**src/design/timer_consts.svh**
```systemverilog
// offsets, fields, reset values and divider counts of the dual timer
`ifndef TIMER_CONSTS_SVH
`define TIMER_CONSTS_SVH

`define TIMER_CONTROL_ADDR 8'h88
`define TIMER_MODE_ADDR 8'h89
`define TIMER0_COUNT_LOW_ADDR 8'h8A
`define TIMER1_COUNT_LOW_ADDR 8'h8B
`define TIMER0_COUNT_HIGH_ADDR 8'h8C
`define TIMER1_COUNT_HIGH_ADDR 8'h8D
`define TIMER_CLOCK_SELECT_ADDR 8'h8E

`define REG_RESET 8'h00
`define UNMAPPED_READ 8'h00

// timer_control fields
`define CTL_OVF1_BIT 7
`define CTL_RUN1_BIT 6
`define CTL_OVF0_BIT 5
`define CTL_RUN0_BIT 4
`define CTL_IRQ1_FLAG_BIT 3
`define CTL_IRQ1_EDGE_BIT 2
`define CTL_IRQ0_FLAG_BIT 1
`define CTL_IRQ0_EDGE_BIT 0

// timer_mode fields
`define MOD_GT1_BIT 7
`define MOD_CNT1_BIT 6
`define MOD_MODE1_HI 5
`define MOD_MODE1_LO 4
`define MOD_GT0_BIT 3
`define MOD_CNT0_BIT 2
`define MOD_MODE0_HI 1
`define MOD_MODE0_LO 0

// timer_clock_select fields
`define CKS_FAST1_BIT 4
`define CKS_FAST0_BIT 3
`define CKS_PRESCALE_HI 1
`define CKS_PRESCALE_LO 0
`define CKS_WRITE_MASK 8'h1B

// prescaler divisors
`define PRESCALE_DIV12 6'h0C
`define PRESCALE_DIV4 6'h04
`define PRESCALE_DIV48 6'h30
`define PRESCALE_EXT_DIV8 6'h08

// synchronised pin indices
`define PIN_IRQ0 0
`define PIN_IRQ1 1
`define PIN_EVENT0 2
`define PIN_EVENT1 3
`define PIN_EXT_OSC 4
`define PIN_COUNT 5

`endif

```
**src/design/timer_pkg.sv**
```systemverilog
// types shared by the dual timer modules
package timer_pkg;

    typedef enum logic [1:0] {
        MODE_13BIT = 2'h0,
        MODE_16BIT = 2'h1,
        MODE_8BIT_RELOAD = 2'h2,
        MODE_SPLIT = 2'h3
    } timer_mode_t;

    typedef enum logic [1:0] {
        PRESCALE_SYS_DIV12 = 2'h0,
        PRESCALE_SYS_DIV4 = 2'h1,
        PRESCALE_SYS_DIV48 = 2'h2,
        PRESCALE_EXT_DIV8 = 2'h3
    } prescale_sel_t;

endpackage : timer_pkg

```
**src/design/pin_sync_if.sv**
```systemverilog
// synchronised pin levels and edges passed from the pin synchroniser to the timers
`timescale 1ns/1ps
`include "timer_consts.svh"

interface pin_sync_if;
    logic [`PIN_COUNT-1:0] level;
    logic [`PIN_COUNT-1:0] fall;
    logic [`PIN_COUNT-1:0] rise;

    modport src (output level, output fall, output rise);
    modport dst (input level, input fall, input rise);
endinterface : pin_sync_if

```
**src/design/pin_sync.sv**
```systemverilog
// two-flop synchronisers with edge detection for the timer pins
`timescale 1ns/1ps
`include "timer_consts.svh"

module pin_sync (
    // clock and reset
    input wire logic core_clk_in,
    input wire logic rst_sync_b_in,
    // raw pins
    input wire logic [`PIN_COUNT-1:0] pins_in,
    // synchronised view
    pin_sync_if.src sync
);
    logic [`PIN_COUNT-1:0] meta_q;
    logic [`PIN_COUNT-1:0] stable_q;
    logic [`PIN_COUNT-1:0] last_q;

    genvar i;
    generate
        for (i = 0; i < `PIN_COUNT; i++) begin : g_pin
            // idle high so a released reset never looks like a falling edge
            always_ff @(posedge core_clk_in or negedge rst_sync_b_in) begin
                if (!rst_sync_b_in) begin
                    meta_q[i] <= 1'b1;
                    stable_q[i] <= 1'b1;
                    last_q[i] <= 1'b1;
                end else begin
                    meta_q[i] <= pins_in[i];
                    stable_q[i] <= meta_q[i];
                    last_q[i] <= stable_q[i];
                end
            end
            assign sync.level[i] = stable_q[i];
            assign sync.fall[i] = last_q[i] & ~stable_q[i];
            assign sync.rise[i] = ~last_q[i] & stable_q[i];
        end
    endgenerate

endmodule : pin_sync

```
**src/design/dual_timer.sv**
```systemverilog
// two classic counter/timers with control, mode, clock-select and count registers
//
// Summary of operation
// - mode 1 counts full sixteen-bit byte pair
// - mode 2 wraps low byte, reloads from high
// - set overflow flag with enable raises request
// - split mode: low byte uses timer 0 controls
// - split high byte times, runs on timer1 run
// - split: timer 1 no events, no flag
// - split: timer 1 runs unless mode 3
// - overflow flags set by hardware, cleared otherwise
// - run bits start and stop timers
// - external flags set by edge or level
// - type bit picks level or falling edge
// - gate bit adds irq pin high condition
// - counter select picks clock or event pin
// - two-bit mode field decodes four modes
// - clock select picks system or prescaled clock
// - prescale field picks 12, 4, 48, ext/8
// - unused clock-select bits read zero
// - mode 0 is 13-bit, wraps at 0x1FFF
// - run bit never clears the counts
`timescale 1ns/1ps
`include "timer_consts.svh"

module dual_timer (
    // clock and reset
    input wire logic core_clk_in,
    input wire logic rst_b_in,
    // special function register access
    input wire logic [7:0] sfr_addr_in,
    input wire logic sfr_wr_in,
    input wire logic [7:0] sfr_wdata_in,
    output logic [7:0] sfr_rdata_out,
    // interrupt controller side
    input wire logic timer0_irq_en_in,
    input wire logic timer1_irq_en_in,
    input wire logic timer0_vector_ack_in,
    input wire logic timer1_vector_ack_in,
    input wire logic ext_irq0_vector_ack_in,
    input wire logic ext_irq1_vector_ack_in,
    output logic timer0_irq_out,
    output logic timer1_irq_out,
    output logic ext_irq0_req_out,
    output logic ext_irq1_req_out,
    // overflow pulse for baud and converter triggering
    output logic timer1_ovf_pulse_out,
    // pins
    input wire logic ext_irq0_pin_b_in,
    input wire logic ext_irq1_pin_b_in,
    input wire logic timer0_event_pin_in,
    input wire logic timer1_event_pin_in,
    input wire logic ext_osc_clk_in
);
    logic rst_meta_q;
    logic rst_sync_b_q;
    logic [7:0] cr_q;
    logic [7:0] cr_d;
    logic [7:0] md_q;
    logic [7:0] cs_q;
    logic [7:0] l0_q;
    logic [7:0] l0_d;
    logic [7:0] h0_q;
    logic [7:0] h0_d;
    logic [7:0] l1_q;
    logic [7:0] l1_d;
    logic [7:0] h1_q;
    logic [7:0] h1_d;
    logic [5:0] presc_cnt_q;
    logic [5:0] presc_cnt_d;
    logic [7:0] rdata_d;

    pin_sync_if pins ();

    always_ff @(posedge core_clk_in or negedge rst_b_in) begin
        if (!rst_b_in) begin
            rst_meta_q <= 1'b0;
            rst_sync_b_q <= 1'b0;
        end else begin
            rst_meta_q <= 1'b1;
            rst_sync_b_q <= rst_meta_q;
        end
    end

    pin_sync u_pin_sync (
        .core_clk_in(core_clk_in),
        .rst_sync_b_in(rst_sync_b_q),
        .pins_in({ext_osc_clk_in, timer1_event_pin_in, timer0_event_pin_in,
                  ext_irq1_pin_b_in, ext_irq0_pin_b_in}),
        .sync(pins)
    );

    // returns {overflow, high, low} after one increment
    function automatic logic [16:0] count_step(input timer_pkg::timer_mode_t mode,
                                               input logic [7:0] lo,
                                               input logic [7:0] hi);
        logic [5:0] l5;
        logic [8:0] l9;
        logic [8:0] h9;
        l5 = {1'b0, lo[4:0]} + 6'h01;
        l9 = {1'b0, lo} + 9'h001;
        h9 = 9'h000;
        count_step = 17'h00000;
        unique case (mode)
            timer_pkg::MODE_13BIT: begin
                // upper low-byte bits are left alone and read back their held value
                h9 = {1'b0, hi} + {8'h00, l5[5]};
                count_step = {h9[8], h9[7:0], lo[7:5], l5[4:0]};
            end
            timer_pkg::MODE_16BIT: begin
                h9 = {1'b0, hi} + {8'h00, l9[8]};
                count_step = {h9[8], h9[7:0], l9[7:0]};
            end
            timer_pkg::MODE_8BIT_RELOAD: begin
                count_step = {l9[8], hi, l9[8] ? hi : l9[7:0]};
            end
            timer_pkg::MODE_SPLIT: begin
                count_step = {l9[8], hi, l9[7:0]};
            end
        endcase
    endfunction : count_step

    // register decode
    wire wr_cr = sfr_wr_in && (sfr_addr_in == `TIMER_CONTROL_ADDR);
    wire wr_md = sfr_wr_in && (sfr_addr_in == `TIMER_MODE_ADDR);
    wire wr_l0 = sfr_wr_in && (sfr_addr_in == `TIMER0_COUNT_LOW_ADDR);
    wire wr_l1 = sfr_wr_in && (sfr_addr_in == `TIMER1_COUNT_LOW_ADDR);
    wire wr_h0 = sfr_wr_in && (sfr_addr_in == `TIMER0_COUNT_HIGH_ADDR);
    wire wr_h1 = sfr_wr_in && (sfr_addr_in == `TIMER1_COUNT_HIGH_ADDR);
    wire wr_cs = sfr_wr_in && (sfr_addr_in == `TIMER_CLOCK_SELECT_ADDR);

    // field views
    wire r1 = cr_q[`CTL_RUN1_BIT];
    wire r0 = cr_q[`CTL_RUN0_BIT];
    wire e1 = cr_q[`CTL_IRQ1_EDGE_BIT];
    wire e0 = cr_q[`CTL_IRQ0_EDGE_BIT];
    wire g1 = md_q[`MOD_GT1_BIT];
    wire g0 = md_q[`MOD_GT0_BIT];
    wire cnt_sel1 = md_q[`MOD_CNT1_BIT];
    wire cnt_sel0 = md_q[`MOD_CNT0_BIT];
    wire timer_pkg::timer_mode_t mode1 =
        timer_pkg::timer_mode_t'(md_q[`MOD_MODE1_HI:`MOD_MODE1_LO]);
    wire timer_pkg::timer_mode_t mode0 =
        timer_pkg::timer_mode_t'(md_q[`MOD_MODE0_HI:`MOD_MODE0_LO]);
    wire fast1 = cs_q[`CKS_FAST1_BIT];
    wire fast0 = cs_q[`CKS_FAST0_BIT];
    wire timer_pkg::prescale_sel_t presc_sel =
        timer_pkg::prescale_sel_t'(cs_q[`CKS_PRESCALE_HI:`CKS_PRESCALE_LO]);

    // the external clock is sampled, so it must stay below a quarter of the core
    logic [5:0] presc_div;
    always_comb begin
        unique case (presc_sel)
            timer_pkg::PRESCALE_SYS_DIV12: presc_div = `PRESCALE_DIV12;
            timer_pkg::PRESCALE_SYS_DIV4: presc_div = `PRESCALE_DIV4;
            timer_pkg::PRESCALE_SYS_DIV48: presc_div = `PRESCALE_DIV48;
            timer_pkg::PRESCALE_EXT_DIV8: presc_div = `PRESCALE_EXT_DIV8;
        endcase
    end
    wire presc_src = (presc_sel == timer_pkg::PRESCALE_EXT_DIV8) ?
                     pins.rise[`PIN_EXT_OSC] : 1'b1;
    wire presc_last = (presc_cnt_q >= presc_div - 6'h01);
    wire presc_tick = presc_src && presc_last;
    assign presc_cnt_d = !presc_src ? presc_cnt_q :
                         (presc_last ? 6'h00 : presc_cnt_q + 6'h01);

    // timer clock after clock select, then counter select
    wire c0_clk_tick = fast0 ? 1'b1 : presc_tick;
    wire c1_clk_tick = fast1 ? 1'b1 : presc_tick;
    wire c0_src_tick = cnt_sel0 ? pins.fall[`PIN_EVENT0] : c0_clk_tick;
    wire c1_src_tick = cnt_sel1 ? pins.fall[`PIN_EVENT1] : c1_clk_tick;

    // gating: run bit, and irq pin high when the gate is set
    wire c0_enable = r0 && (!g0 || pins.level[`PIN_IRQ0]);
    wire c1_enable = r1 && (!g1 || pins.level[`PIN_IRQ1]);

    wire c0_split = (mode0 == timer_pkg::MODE_SPLIT);
    wire c1_active = (mode1 != timer_pkg::MODE_SPLIT);

    // timer 0 low byte (whole timer outside split mode)
    wire c0_inc = c0_enable && c0_src_tick;
    wire [16:0] c0_step = count_step(mode0, l0_q, h0_q);
    wire c0_ovf = c0_inc && c0_step[16];

    // split high byte: timer-only, run by timer 1's run bit
    wire h0_inc = c0_split && r1 && c0_clk_tick;
    wire h0_ovf = h0_inc && (h0_q == 8'hFF);

    // timer 1: in split mode it ignores its run bit, gate and event pin
    wire c1_inc = c0_split ? (c1_active && c1_clk_tick)
                           : (c1_active && c1_enable && c1_src_tick);
    wire [16:0] c1_step = count_step(mode1, l1_q, h1_q);
    wire c1_ovf = c1_inc && c1_step[16];

    // software writes win over a same-cycle count; run bit never touches counts
    assign l0_d = wr_l0 ? sfr_wdata_in : (c0_inc ? c0_step[7:0] : l0_q);
    assign h0_d = wr_h0 ? sfr_wdata_in :
                  c0_split ? (h0_inc ? h0_q + 8'h01 : h0_q) :
                  (c0_inc ? c0_step[15:8] : h0_q);
    assign l1_d = wr_l1 ? sfr_wdata_in : (c1_inc ? c1_step[7:0] : l1_q);
    assign h1_d = wr_h1 ? sfr_wdata_in : (c1_inc ? c1_step[15:8] : h1_q);

    // flag sources; timer 1 flag comes from the split high byte in split mode
    wire f1_set = c0_split ? h0_ovf : c1_ovf;
    wire f0_set = c0_ovf;
    wire f1_keep = wr_cr ? sfr_wdata_in[`CTL_OVF1_BIT]
                         : (cr_q[`CTL_OVF1_BIT] && !timer1_vector_ack_in);
    wire f0_keep = wr_cr ? sfr_wdata_in[`CTL_OVF0_BIT]
                         : (cr_q[`CTL_OVF0_BIT] && !timer0_vector_ack_in);

    // external flags: edge mode latches, level mode mirrors the inverted pin
    wire x1_keep = wr_cr ? sfr_wdata_in[`CTL_IRQ1_FLAG_BIT]
                         : (cr_q[`CTL_IRQ1_FLAG_BIT] && !ext_irq1_vector_ack_in);
    wire x0_keep = wr_cr ? sfr_wdata_in[`CTL_IRQ0_FLAG_BIT]
                         : (cr_q[`CTL_IRQ0_FLAG_BIT] && !ext_irq0_vector_ack_in);
    wire x1_next = e1 ? (pins.fall[`PIN_IRQ1] || x1_keep)
                      : !pins.level[`PIN_IRQ1];
    wire x0_next = e0 ? (pins.fall[`PIN_IRQ0] || x0_keep)
                      : !pins.level[`PIN_IRQ0];

    // a hardware set wins over a same-cycle clear
    always_comb begin
        cr_d = wr_cr ? sfr_wdata_in : cr_q;
        cr_d[`CTL_OVF1_BIT] = f1_set || f1_keep;
        cr_d[`CTL_OVF0_BIT] = f0_set || f0_keep;
        cr_d[`CTL_IRQ1_FLAG_BIT] = x1_next;
        cr_d[`CTL_IRQ0_FLAG_BIT] = x0_next;
    end

    // read mux
    always_comb begin
        unique case (sfr_addr_in)
            `TIMER_CONTROL_ADDR: rdata_d = cr_q;
            `TIMER_MODE_ADDR: rdata_d = md_q;
            `TIMER0_COUNT_LOW_ADDR: rdata_d = l0_q;
            `TIMER1_COUNT_LOW_ADDR: rdata_d = l1_q;
            `TIMER0_COUNT_HIGH_ADDR: rdata_d = h0_q;
            `TIMER1_COUNT_HIGH_ADDR: rdata_d = h1_q;
            `TIMER_CLOCK_SELECT_ADDR: rdata_d = cs_q & `CKS_WRITE_MASK;
            default: rdata_d = `UNMAPPED_READ;
        endcase
    end

    always_ff @(posedge core_clk_in or negedge rst_sync_b_q) begin
        if (!rst_sync_b_q) begin
            cr_q <= `REG_RESET;
            md_q <= `REG_RESET;
            cs_q <= `REG_RESET;
            presc_cnt_q <= 6'h00;
        end else begin
            cr_q <= cr_d;
            md_q <= wr_md ? sfr_wdata_in : md_q;
            cs_q <= wr_cs ? (sfr_wdata_in & `CKS_WRITE_MASK) : cs_q;
            presc_cnt_q <= presc_cnt_d;
        end
    end

    always_ff @(posedge core_clk_in or negedge rst_sync_b_q) begin
        if (!rst_sync_b_q) begin
            l0_q <= `REG_RESET;
            h0_q <= `REG_RESET;
            l1_q <= `REG_RESET;
            h1_q <= `REG_RESET;
        end else begin
            l0_q <= l0_d;
            h0_q <= h0_d;
            l1_q <= l1_d;
            h1_q <= h1_d;
        end
    end

    // outputs, all registered
    always_ff @(posedge core_clk_in or negedge rst_sync_b_q) begin
        if (!rst_sync_b_q) begin
            sfr_rdata_out <= `UNMAPPED_READ;
            timer0_irq_out <= 1'b0;
            timer1_irq_out <= 1'b0;
            ext_irq0_req_out <= 1'b0;
            ext_irq1_req_out <= 1'b0;
            timer1_ovf_pulse_out <= 1'b0;
        end else begin
            sfr_rdata_out <= rdata_d;
            timer0_irq_out <= cr_q[`CTL_OVF0_BIT] && timer0_irq_en_in;
            timer1_irq_out <= cr_q[`CTL_OVF1_BIT] && timer1_irq_en_in;
            ext_irq0_req_out <= cr_q[`CTL_IRQ0_FLAG_BIT];
            ext_irq1_req_out <= cr_q[`CTL_IRQ1_FLAG_BIT];
            // still pulses in split mode for baud and converter use
            timer1_ovf_pulse_out <= c1_ovf;
        end
    end

endmodule : dual_timer

```
**config.mk**
```make
export PLATFORM = sky130hd
export DESIGN_NAME = dual_timer
export DESIGN_NICKNAME = d
export VERILOG_FILES = /design/src/design/timer_pkg.sv /design/src/design/pin_sync_if.sv /design/src/design/pin_sync.sv /design/src/design/dual_timer.sv
export VERILOG_INCLUDE_DIRS = /design/src /design/src/design
export SDC_FILE = /design/constraint.sdc
export NUM_CORES = 1
export LEC_CHECK = 0
export ABC_AREA = 1
export BUFFER_PORTS_ARGS = -buffer_cell sky130_fd_sc_hd__buf_4
export CAP_MARGIN = 25
export CORE_MARGIN = 5
export CORE_UTILIZATION = 30
export DETAILED_ROUTE_END_ITERATION = 16
export GPL_ROUTABILITY_DRIVEN = 0
export PLACE_DENSITY_LB_ADDON = 0.3
export SLEW_MARGIN = 20
export SYNTH_ARGS = -nofsm -noshare
export SYNTH_HDL_FRONTEND = slang
export SYNTH_HIERARCHICAL = 1
export SYNTH_SLANG_ARGS = --single-unit
```
**constraint.sdc**
```tcl
create_clock -name core_clk_in -period 3.3 [get_ports core_clk_in]
set_input_delay 0.495 -clock core_clk_in [delete_from_list [all_inputs] [get_ports core_clk_in]]
set_output_delay 0.495 -clock core_clk_in [all_outputs]
set_load 0.02 [all_outputs]
```
==> results.tsv <==
metric	value	unit
grt_util_met1	22.20	%
final.fill_count	1862	
drcViolationCount	0	
hold_path_startpoint	timer0_event_pin_in	
first_iter_violations	541	
viasPerCell	4.949	
rr_startpoint	l0_q[0]	
slew_violations	0	
num_rows	49	
clkLatencyLatePin	0.37	ns
grt_pass1_vias	4812	
syn_area	0.005393	mm²
pin_count	43	
finalSetupViolations	0	
use_met2	24.89	%
synthToLayoutAreaGrowth	16.19	%
critPathArrivalTime	2.77	ns
core_area	0.01784	mm²
via_count	5083	
grt_pass1_wl	26070	µm
routed_wl	16270	µm
power.leakage	3.150	nW
final_common_cell	nand2_1	
syn_inst	744	
grt_usage	16.36	%
antennaDiodeCount	0	
hold_ws	0.2306	ns
cts.sinks	88	
die_w	144.1	µm
wl_per_cell	15.84	µm
clk_pin_slew	0.07	ns
grt.overflow.total	0	
drive_above_1_share	15.91	%
max-cap-violations	0	
period_share	76.08	%
dieArea	0.02076	mm²
status	complete, no violations	
avgSynthCellArea	7.248	µm²
required	3.56	ns
antenna_found_initial	0	
r2r_cells	16	
hold_viol	0	
relSlewSlack	55.20	%
p_total	2.758	mW
rrSetupSlack	0.79	ns
postRouteAntennaNets	0	
clockBufferDepth	2	
layout.nets	835	
worst_setup_path_start_kind	register	
end_kind	register	
setup_tns	0	ns
whs_path_depth	1	
cts_tree	yes	
rsz0062_at_grt	false	
grt_util_met3	4.597	%
finalClockSkew	0.009405	ns
yosys_warnings	6	
top_usage_layer	met2	
dr.pass1.iters	6	
worst_slew_pin_slew	0.6684	ns
ir_worst_vdd	0.3741	mV
clockRootBuffer	clkbuf_16	
io_buffer_count	42	
grt_max_degree	50	
cts_buffers	9	
layout_min_cycle_time	2.511	ns
holdPathEnd	u_pin_sync/meta_q[2]	
initial_core_util	30.23	%
hpwl	12650	µm
rr_endpoint	h0_q[6]	
fmax	0.3983	GHz
die_h	144.1	µm
mostFrequentLayoutCells	nand2_1 (249), inv_1 (87), dfrtp_1 (72)	
holdCritPathClass	input port to register	
p_per_area	440.1	mW/mm²
htree_levels	3	
critPathKind	register to register	
critPathMaxFanout	7	
how the worst max path moves through the flow:
stage                       startpoint       to  depth (start not counted)
after floorplan           rst_sync_b_q  cr_q[0]                          0
after global placement         l0_q[0]  h0_q[6]                         16
after detailed placement       l0_q[0]  h0_q[6]                         16
after CTS                      l0_q[0]  h0_q[6]                         16
after global routing           l0_q[0]  h0_q[4]                         16
final                          l0_q[0]  h0_q[6]                         16
metal layers:
layer,routed length (µm),vias up,part of all wire (%)
met2,7147,186,44
met5,0,-,0
met3,1408,30,8.7
li1,-,2505,-
met4,422,0,2.6
met1,7292,2362,45
sequential cells by signal (all words and copies together), names as in the netlist:
signal and flops:
u_pin_sync/meta_q 5, cr_q 8, timer0_irq_out 1, l0_q 8
h1_q 8, u_pin_sync/last_q 5, u_pin_sync/sync.level 5, rst_meta_q 1
ext_irq0_req_out 1, sfr_rdata_out 8, rst_sync_b_q 1, presc_cnt_q 6
ext_irq1_req_out 1, md_q 8, timer1_ovf_pulse_out 1, h0_q 8
l1_q 8, cs_q 4, timer1_irq_out 1
worst max-delay path: stages, from the launching register on:
cell,delay (ns)
dfrtp_1,0.46
ha_1,0.22
nand2_1,0.11
nor2_4,0.17
nand2_2,0.12
o21ai_0,0.18
ha_1,0.19
ha_1,0.17
nand2_1,0.09
nor2_1,0.22
nand2_1,0.08
nand2_1,0.08
o21ai_0,0.09
nand2_1,0.06
o21ai_1,0.06
nand2_1,0.06
nand2_1,0.05
per-stage QoR:
| stage | area [µm²] | util, % | std cells | setup WS [ns] |
|---|---|---|---|---|
| floorplan | 5396 | - | 745 | 0.6937 |
| global placement | 5959 | 33.40 | 1010 | 0.9337 |
| detailed placement | 5959 | 33.40 | 1010 | 0.8233 |
| CTS | 6266 | 35.12 | 1027 | 0.8020 |
| global route | 6266 | 35.12 | 1027 | 0.4929 |
| finish | 6266 | 35.12 | 1027 | 0.7894 |
cell type report:
cell class              instances  area, µm²  area share (%)
well taps                     229      286.5           4.573
inverters                      99      372.9           5.950
clock buffers                  10      239.0           3.814
clock inverters                 6      57.56          0.9185
multi-input cells             549       2738           43.69
repair buffers                 46      347.8           5.551
flip-flops and latches         88       2225           35.50
timing repair:
item,4_1_cts,5_1_grt
hold buffers,1,0
resized for setup,0,0
hold endpoints to repair,2,0
setup buffers,0,0
power by group:
| part | switching, mW | internal, mW |
|---|---|---|
| Sequential | 0.100 | 1.17 |
| Clock | 0.497 | 0.551 |
| Combinational | 0.274 | 0.166 |
(Power assumes the default switching activity.)
